**config.mk**
```make
export PLATFORM = sky130hd
export DESIGN_NAME = gpb_top
export DESIGN_NICKNAME = d
export VERILOG_FILES = /design/src/core/gpb_pkg.sv /design/src/core/gpb_top.sv
export VERILOG_INCLUDE_DIRS = /design/src /design/src/core
export SDC_FILE = /design/constraint.sdc
export NUM_CORES = 1
export LEC_CHECK = 0
export ABC_AREA = 1
export BUFFER_PORTS_ARGS = -buffer_cell sky130_fd_sc_hd__buf_2
export CAP_MARGIN = 15
export CORE_MARGIN = 2
export CORE_UTILIZATION = 50
export DETAILED_ROUTE_END_ITERATION = 8
export MAX_ROUTING_LAYER = met4
export PLACE_DENSITY = 0.9
export SLEW_MARGIN = 20
export SYNTH_ARGS = -nofsm -noshare
export SYNTH_HDL_FRONTEND = slang
export SYNTH_SLANG_ARGS = --single-unit
```
**constraint.sdc**
```tcl
create_clock -name CORE_CLK_I -period 10.92 [get_ports CORE_CLK_I]
set_clock_uncertainty 0.15 [all_clocks]
set_input_delay 0.546 -clock CORE_CLK_I [delete_from_list [all_inputs] [get_ports CORE_CLK_I]]
set_output_delay 0.546 -clock CORE_CLK_I [all_outputs]
set_load 0.005 [all_outputs]
```
**src/core/gpb_defs.svh**
```systemverilog
// Register indices, reset values and bus response codes for the GPIO block
`ifndef GPB_DEFS_SVH
`define GPB_DEFS_SVH

// ----------------------------------------------------------------------
// Register indices (byte address is four times the index)
// ----------------------------------------------------------------------
`define GPB_IDX_A_DATA 32'hFFFF_F0C0
`define GPB_IDX_B_DATA 32'hFFFF_F0C1
`define GPB_IDX_C_DATA 32'hFFFF_F0C2
`define GPB_IDX_A_DIR  32'hFFFF_F0C4
`define GPB_IDX_B_DIR  32'hFFFF_F0C5
`define GPB_IDX_C_DIR  32'hFFFF_F0C6

// ----------------------------------------------------------------------
// Reset values
// ----------------------------------------------------------------------
`define GPB_LATCH_RST  8'hFF
`define GPB_DIR_RST    8'h00

// ----------------------------------------------------------------------
// Bus responses
// ----------------------------------------------------------------------
`define GPB_RESP_OKAY   2'b00
`define GPB_RESP_SLVERR 2'b10

`endif

```
**src/core/gpb_pkg.sv**
```systemverilog
// Types shared by the GPIO block
package gpb_pkg;

  typedef logic [7:0] gpb_byte_t;

  // Register selected by a bus address
  typedef enum logic [2:0] {
    GPB_SEL_A_DATA = 3'b000,
    GPB_SEL_B_DATA = 3'b001,
    GPB_SEL_C_DATA = 3'b010,
    GPB_SEL_A_DIR  = 3'b011,
    GPB_SEL_B_DIR  = 3'b100,
    GPB_SEL_C_DIR  = 3'b101,
    GPB_SEL_NONE   = 3'b111
  } gpb_sel_e;

endpackage : gpb_pkg

```
**src/core/gpb_top.sv**
```systemverilog
// Three 8-bit GPIO ports behind an AXI4-Lite register slave
`timescale 1ns/1ps
`include "gpb_defs.svh"

// Operation
// - Three separate 8-bit ports each own a data and a direction register, one bit per pin.
// - Each direction bit alone sets its pin: zero is input, one is output.
// - Reset clears every direction register so all pins start as inputs.
// - Reset sets every output latch bit to one so a later output drives high.
module gpb_top
(
  // Clock and reset
  input  wire logic              CORE_CLK_I,
  input  wire logic              SYS_RST_I,
  // AXI4-Lite write address and data
  input  wire logic              AWVALID_I,
  output logic                   AWREADY_O,
  input  wire logic [31:0]       AWADDR_I,
  input  wire logic              WVALID_I,
  output logic                   WREADY_O,
  input  wire logic [31:0]       WDATA_I,
  input  wire logic [3:0]        WSTRB_I,
  // AXI4-Lite write response
  output logic                   BVALID_O,
  input  wire logic              BREADY_I,
  output logic [1:0]             BRESP_O,
  // AXI4-Lite read
  input  wire logic              ARVALID_I,
  output logic                   ARREADY_O,
  input  wire logic [31:0]       ARADDR_I,
  output logic                   RVALID_O,
  input  wire logic              RREADY_I,
  output logic [31:0]            RDATA_O,
  output logic [1:0]             RRESP_O,
  // Port pins
  input  wire gpb_pkg::gpb_byte_t GPIO_A_IN_I,
  output gpb_pkg::gpb_byte_t      GPIO_A_OUT_O,
  output gpb_pkg::gpb_byte_t      GPIO_A_OE_O,
  input  wire gpb_pkg::gpb_byte_t GPIO_B_IN_I,
  output gpb_pkg::gpb_byte_t      GPIO_B_OUT_O,
  output gpb_pkg::gpb_byte_t      GPIO_B_OE_O,
  input  wire gpb_pkg::gpb_byte_t GPIO_C_IN_I,
  output gpb_pkg::gpb_byte_t      GPIO_C_OUT_O,
  output gpb_pkg::gpb_byte_t      GPIO_C_OE_O
);
  import gpb_pkg::*;

  localparam int NPORT = 3;

  // --------------------------------------------------------------------
  // Address decode
  // --------------------------------------------------------------------
  // Only the index bits are compared; byte lanes above index*4 wrap.
  function automatic gpb_sel_e gpb_decode(input logic [31:0] addr);
    logic [29:0] idx;
    idx = addr[31:2];
    if (idx == 30'(`GPB_IDX_A_DATA)) return GPB_SEL_A_DATA;
    if (idx == 30'(`GPB_IDX_B_DATA)) return GPB_SEL_B_DATA;
    if (idx == 30'(`GPB_IDX_C_DATA)) return GPB_SEL_C_DATA;
    if (idx == 30'(`GPB_IDX_A_DIR))  return GPB_SEL_A_DIR;
    if (idx == 30'(`GPB_IDX_B_DIR))  return GPB_SEL_B_DIR;
    if (idx == 30'(`GPB_IDX_C_DIR))  return GPB_SEL_C_DIR;
    return GPB_SEL_NONE;
  endfunction : gpb_decode

  // --------------------------------------------------------------------
  // Port state
  // --------------------------------------------------------------------
  gpb_byte_t   lat_reg [NPORT];
  gpb_byte_t   lat_next[NPORT];
  gpb_byte_t   dir_reg [NPORT];
  gpb_byte_t   dir_next[NPORT];
  gpb_byte_t   pin_reg [NPORT];
  gpb_byte_t   pin_in  [NPORT];
  gpb_byte_t   mix     [NPORT];

  assign pin_in[0] = GPIO_A_IN_I;
  assign pin_in[1] = GPIO_B_IN_I;
  assign pin_in[2] = GPIO_C_IN_I;

  genvar gp;
  generate
    for (gp = 0; gp < NPORT; gp++)
    begin : g_port
      // Output bits read back the latch, input bits the pin
      assign mix[gp] = (dir_reg[gp] & lat_reg[gp]) |
                       (~dir_reg[gp] & pin_reg[gp]);
      always_ff @(posedge CORE_CLK_I or posedge SYS_RST_I)
      begin
        if (SYS_RST_I)
          pin_reg[gp] <= 8'h00;
        else
          pin_reg[gp] <= pin_in[gp];
      end
    end
  endgenerate

  // Pins come straight from the registers
  assign GPIO_A_OUT_O = lat_reg[0];
  assign GPIO_B_OUT_O = lat_reg[1];
  assign GPIO_C_OUT_O = lat_reg[2];
  assign GPIO_A_OE_O  = dir_reg[0];
  assign GPIO_B_OE_O  = dir_reg[1];
  assign GPIO_C_OE_O  = dir_reg[2];

  // --------------------------------------------------------------------
  // Write channel and register update
  // --------------------------------------------------------------------
  logic        aw_full_reg, aw_full_next;
  logic        w_full_reg,  w_full_next;
  logic [31:0] awaddr_reg,  awaddr_next;
  logic [7:0]  wdata_reg,   wdata_next;
  logic        wstrb_reg,   wstrb_next;
  logic        awready_reg, awready_next;
  logic        wready_reg,  wready_next;
  logic        bvalid_reg,  bvalid_next;
  logic [1:0]  bresp_reg,   bresp_next;
  logic        do_write;
  gpb_sel_e    wsel;

  assign do_write = aw_full_reg && w_full_reg && !bvalid_reg;
  assign wsel     = gpb_decode(awaddr_reg);

  always_comb
  begin
    aw_full_next = aw_full_reg;
    w_full_next  = w_full_reg;
    awaddr_next  = awaddr_reg;
    wdata_next   = wdata_reg;
    wstrb_next   = wstrb_reg;
    bvalid_next  = bvalid_reg;
    bresp_next   = bresp_reg;
    for (int p = 0; p < NPORT; p++)
    begin
      lat_next[p] = lat_reg[p];
      dir_next[p] = dir_reg[p];
    end
    if (bvalid_reg && BREADY_I)
      bvalid_next = 1'b0;
    if (do_write)
    begin
      aw_full_next = 1'b0;
      w_full_next  = 1'b0;
      bvalid_next  = 1'b1;
      bresp_next   = `GPB_RESP_OKAY;
      // Registers live in byte lane 0 only
      case (wsel)
        GPB_SEL_A_DATA: if (wstrb_reg) lat_next[0] = wdata_reg;
        GPB_SEL_B_DATA: if (wstrb_reg) lat_next[1] = wdata_reg;
        GPB_SEL_C_DATA: if (wstrb_reg) lat_next[2] = wdata_reg;
        GPB_SEL_A_DIR:  if (wstrb_reg) dir_next[0] = wdata_reg;
        GPB_SEL_B_DIR:  if (wstrb_reg) dir_next[1] = wdata_reg;
        GPB_SEL_C_DIR:  if (wstrb_reg) dir_next[2] = wdata_reg;
        default:        bresp_next = `GPB_RESP_SLVERR;
      endcase
    end
    if (AWVALID_I && awready_reg)
    begin
      aw_full_next = 1'b1;
      awaddr_next  = AWADDR_I;
    end
    if (WVALID_I && wready_reg)
    begin
      w_full_next = 1'b1;
      wdata_next  = WDATA_I[7:0];
      wstrb_next  = WSTRB_I[0];
    end
    awready_next = !aw_full_next && !bvalid_next;
    wready_next  = !w_full_next && !bvalid_next;
  end

  always_ff @(posedge CORE_CLK_I or posedge SYS_RST_I)
  begin
    if (SYS_RST_I)
    begin
      aw_full_reg <= 1'b0;
      w_full_reg  <= 1'b0;
      awaddr_reg  <= 32'h0000_0000;
      wdata_reg   <= 8'h00;
      wstrb_reg   <= 1'b0;
      awready_reg <= 1'b1;
      wready_reg  <= 1'b1;
      bvalid_reg  <= 1'b0;
      bresp_reg   <= `GPB_RESP_OKAY;
      for (int p = 0; p < NPORT; p++)
      begin
        lat_reg[p] <= `GPB_LATCH_RST;
        dir_reg[p] <= `GPB_DIR_RST;
      end
    end
    else
    begin
      aw_full_reg <= aw_full_next;
      w_full_reg  <= w_full_next;
      awaddr_reg  <= awaddr_next;
      wdata_reg   <= wdata_next;
      wstrb_reg   <= wstrb_next;
      awready_reg <= awready_next;
      wready_reg  <= wready_next;
      bvalid_reg  <= bvalid_next;
      bresp_reg   <= bresp_next;
      for (int p = 0; p < NPORT; p++)
      begin
        lat_reg[p] <= lat_next[p];
        dir_reg[p] <= dir_next[p];
      end
    end
  end

  assign AWREADY_O = awready_reg;
  assign WREADY_O  = wready_reg;
  assign BVALID_O  = bvalid_reg;
  assign BRESP_O   = bresp_reg;

  // --------------------------------------------------------------------
  // Read channel
  // --------------------------------------------------------------------
  logic        arready_reg, arready_next;
  logic        rvalid_reg,  rvalid_next;
  logic [31:0] rdata_reg,   rdata_next;
  logic [1:0]  rresp_reg,   rresp_next;
  gpb_sel_e    rsel;

  assign rsel = gpb_decode(ARADDR_I);

  always_comb
  begin
    rvalid_next = rvalid_reg;
    rdata_next  = rdata_reg;
    rresp_next  = rresp_reg;
    if (rvalid_reg && RREADY_I)
      rvalid_next = 1'b0;
    if (ARVALID_I && arready_reg)
    begin
      rvalid_next = 1'b1;
      rresp_next  = `GPB_RESP_OKAY;
      case (rsel)
        GPB_SEL_A_DATA: rdata_next = {24'h00_0000, mix[0]};
        GPB_SEL_B_DATA: rdata_next = {24'h00_0000, mix[1]};
        GPB_SEL_C_DATA: rdata_next = {24'h00_0000, mix[2]};
        GPB_SEL_A_DIR:  rdata_next = {24'h00_0000, dir_reg[0]};
        GPB_SEL_B_DIR:  rdata_next = {24'h00_0000, dir_reg[1]};
        GPB_SEL_C_DIR:  rdata_next = {24'h00_0000, dir_reg[2]};
        default:
        begin
          rdata_next = 32'h0000_0000;
          rresp_next = `GPB_RESP_SLVERR;
        end
      endcase
    end
    arready_next = !rvalid_next;
  end

  always_ff @(posedge CORE_CLK_I or posedge SYS_RST_I)
  begin
    if (SYS_RST_I)
    begin
      arready_reg <= 1'b1;
      rvalid_reg  <= 1'b0;
      rdata_reg   <= 32'h0000_0000;
      rresp_reg   <= `GPB_RESP_OKAY;
    end
    else
    begin
      arready_reg <= arready_next;
      rvalid_reg  <= rvalid_next;
      rdata_reg   <= rdata_next;
      rresp_reg   <= rresp_next;
    end
  end

  assign ARREADY_O = arready_reg;
  assign RVALID_O  = rvalid_reg;
  assign RDATA_O   = rdata_reg;
  assign RRESP_O   = rresp_reg;

  // --------------------------------------------------------------------
  // Assertions
  // --------------------------------------------------------------------
  // Reset value seen at the edge where reset is released
  property p_dir_reset;
    @(posedge CORE_CLK_I) $fell(SYS_RST_I) |->
      ({GPIO_A_OE_O, GPIO_B_OE_O, GPIO_C_OE_O} == 24'h00_0000);
  endproperty
  a_dir_reset: assert property (p_dir_reset)
    else $error("Direction not cleared by reset");

  property p_latch_reset;
    @(posedge CORE_CLK_I) $fell(SYS_RST_I) |->
      ({GPIO_A_OUT_O, GPIO_B_OUT_O, GPIO_C_OUT_O} == 24'hFF_FFFF);
  endproperty
  a_latch_reset: assert property (p_latch_reset)
    else $error("Output latch not set by reset");

  property p_data_write;
    @(posedge CORE_CLK_I) disable iff (SYS_RST_I)
      (do_write && wstrb_reg && wsel == GPB_SEL_B_DATA) |=>
      (GPIO_B_OUT_O == $past(wdata_reg)) && $stable(GPIO_B_OE_O);
  endproperty
  a_data_write: assert property (p_data_write)
    else $error("Data write did not reach port B latch");

  property p_port_isolation;
    @(posedge CORE_CLK_I) disable iff (SYS_RST_I)
      (do_write && wsel == GPB_SEL_C_DIR) |=>
      $stable(GPIO_A_OE_O) && $stable(GPIO_B_OE_O) &&
      $stable(GPIO_A_OUT_O) && (GPIO_C_OE_O == $past(dir_next[2]));
  endproperty
  a_port_isolation: assert property (p_port_isolation)
    else $error("Port C direction write disturbed another port");

  property p_read_mix;
    @(posedge CORE_CLK_I) disable iff (SYS_RST_I)
      (ARVALID_I && ARREADY_O && rsel == GPB_SEL_A_DATA) |=>
      RVALID_O && RDATA_O[7:0] == (($past(GPIO_A_OE_O) &
      $past(GPIO_A_OUT_O)) | (~$past(GPIO_A_OE_O) & $past(pin_reg[0])));
  endproperty
  a_read_mix: assert property (p_read_mix)
    else $error("Port A read did not mix pins and latch by direction");

  property p_write_resp;
    @(posedge CORE_CLK_I) disable iff (SYS_RST_I)
      (aw_full_reg && w_full_reg && !bvalid_reg) |=> BVALID_O;
  endproperty
  a_write_resp: assert property (p_write_resp)
    else $error("Write response missing one cycle after both parts");

  c_write_dir: cover property (@(posedge CORE_CLK_I) disable iff (SYS_RST_I)
    do_write && wsel == GPB_SEL_A_DIR);
  c_read_data: cover property (@(posedge CORE_CLK_I) disable iff (SYS_RST_I)
    RVALID_O && RREADY_I && RRESP_O == `GPB_RESP_OKAY);
  c_bad_write: cover property (@(posedge CORE_CLK_I) disable iff (SYS_RST_I)
    BVALID_O && BRESP_O == `GPB_RESP_SLVERR);

endmodule : gpb_top

```
==> results.json <==
{
  "status": "completed",
  "regToRegEndpoint": "awaddr_reg[23]$_DFFE_PP0P_",
  "htree_num_levels": 4,
  "reg2reg_slack_ns": 8.20,
  "cts_setup_buffers": 0,
  "path_clk_slew_ns": 0.06,
  "start_util_pct": 51.3,
  "crit_fanout": 35,
  "setup_viol": 0,
  "fmax_mhz": 367,
  "cts_tree": "yes",
  "grt_pass1_vias": 4948,
  "clock_path_buffers": 2,
  "grt_use_total_pct": 25.5,
  "syn_avg_cell_area_um2": 8.77,
  "drc": 0,
  "nets": 963,
  "r2r_cells": 3,
  "dieWidth_um": 112,
  "place_congestion": 0.843,
  "reg2reg_from": "AWREADY_O$_DFF_PP1_",
  "worstPathArrival_ns": 2.87,
  "cts_buffers": 17,
  "dr.pass1.iters": 5,
  "p_leak_nw": 3.76,
  "ctsRootBufferMaster": "clkbuf_16",
  "rows": 39,
  "wirelength_um": 15400,
  "cp_data_required_time_ns": 11.07,
  "setup_ws_ns": 8.20,
  "drtIter0Drc": 511,
  "yosysWarningCount": 0,
  "dp_hpwl_um": 10300,
  "layout_common_cells": "nand2_1, buf_2, dfrtp_1",
  "hp-class": "primary input to flip-flop",
  "largest_register_ffs": 30,
  "grt_pass1_wl_um": 24500,
  "end_kind": "flip-flop",
  "maxSlewHeadroom_pct": 27.8,
  "final-hold-violation-count": 0,
  "avgRoutedWirePerCell_um": 15.6,
  "syn_inst": 668,
  "cp-endpoint": "awaddr_reg[23]$_DFFE_PP0P_",
  "fin_area_um2": 7330,
  "path_cells": "nand2_1 -> clkinv_1 -> o21ai_0",
  "place_inst": 956,
  "vias": 5226,
  "worst_pin_slew_ns": 1.08,
  "final_cell_count_no_fill": 988,
  "fp.dieH_um": 112,
  "preCtsSetupSlack_ns": 7.95,
  "grt_max_degree": 66,
  "setup.worst_path.start_class": "flip-flop",
  "synth_cell_types": 25,
  "cts_resized": 0,
  "cp_slowest_stage_delay_ns": 0.97,
  "antenna_cells": 0,
  "holdBufCountCts": 0,
  "rsz0062_at_grt": "no",
  "ir_worst_vdd_v": 0.000120,
  "critical_path.slowest_cell": "clkinv_1",
  "clk_latency_ns": 0.42,
  "overflow": 0,
  "area_growth_pct": 25.2,
  "power_density_nw_per_um2": 203,
  "vias_per_cell": 5.29,
  "synth_seq_area_share_pct": 55.2,
  "nFillCells": 888,
  "startpoint": "AWREADY_O$_DFF_PP1_",
  "syn_area_um2": 5860,
  "cts_sinks": 128,
  "period_needed_ns": 2.72,
  "num_io_pins": 220,
  "ant_nets": 0,
  "final_common_cell": "nand2_1",
  "dieArea_um2": 12600,
  "crit_type": "flip-flop to flip-flop",
  "layout-drive-gt1-share_pct": 31.1,
  "drv_cap": 0,
  "placed_area_um2": 6660,
  "finalCritPeriodShare_pct": 24.9,
  "fin_total_pwr_mw": 1.49,
  "fin_setup_tns_ns": 0,
  "io_buffers": 162,
  "core_area_um2": 11400,
  "drv_slew": 0,
  "ys_ff_latch": 128,
  "grt_antenna_before_repair": 0
}
cells in the mapped netlist (all sizes together):
cell type	count	area, um2
nand2	237	890
dfrtp	101	2530
o21ai	74	400
nand3	62	340
nor2	50	198
inv	37	139
buf	33	268
dfstp	27	709
mux2	21	236
clkbuf	10	37.5
nand4	4	25.0
nor3	4	30.0
clkinv	3	11.3
mux2i	2	20.0
a21oi	1	5.00
conb	1	3.75
nor3b	1	18.8
worst max-delay path: cells and delay by family (launching register included):
family                 cells  cell delay, ns
AO/OA/AOI/OAI              1            0.46
buffers and inverters      1            0.97
flip-flops                 1            0.37
AND/OR/NAND/NOR            1            0.65
worst min path at each step:
stage	from	end	slack (ns)	cells after the start
floorplan	RVALID_O$_DFF_PP0_	ARREADY_O$_DFF_PP1_	0.28	1
global placement	RVALID_O$_DFF_PP0_	ARREADY_O$_DFF_PP1_	0.26	1
detailed placement	RVALID_O$_DFF_PP0_	ARREADY_O$_DFF_PP1_	0.27	1
CTS	GPIO_A_IN_I[0]	pin_reg[16]$_DFF_PP0_	0.08	1
global route	GPIO_C_IN_I[6]	pin_reg[6]$_DFF_PP0_	0.08	1
finish	GPIO_C_IN_I[6]	pin_reg[6]$_DFF_PP0_	0.09	1
area by class of cell:
class                   count  area (um2)  area share, %
clock inverters            13         235           3.21
well taps                 143         179           2.44
multi-input cells         482        2270           30.9
flip-flops and latches    128        3240           44.1
clock buffers              19         443           6.04
inverters                  40         153           2.08
repair buffers            163         818           11.2
kinds of logic after synthesis:
group / share of synthesized area (%)
and+or+nand+nor: 25.6
DFF: 55.2
buffers and inverters: 7.77
AOI/OAI and AO/OA: 6.92
muxes: 4.38
other: 0.0640
through the flow:
| stage | utilization [%] | hold slack (ns) |
|---|---|---|
| after floorplan | - | 0.276 |
| after global placement | 58.3 | 0.261 |
| after detailed placement | 58.3 | 0.268 |
| after CTS | 64.2 | 0.0771 |
| after global routing | 64.2 | 0.0763 |
| final | 64.2 | 0.0868 |
where the power goes:
part / switching [mW] / internal [mW] / total [mW]
sequential: 0.0512 / 0.564 / 0.615
combinational: 0.160 / 0.0710 / 0.231
clock: 0.209 / 0.435 / 0.645
routing by layer:
| metal | GRT usage, % | routed length [um] |
|---|---|---|
| met5 | - | 0 |
| met4 | 11.5 | 557 |
| met3 | 5.56 | 1230 |
| met2 | 39.3 | 7290 |
| met1 | 32.5 | 6370 |
No activity file was read; power rests on OpenSTA's default activity.
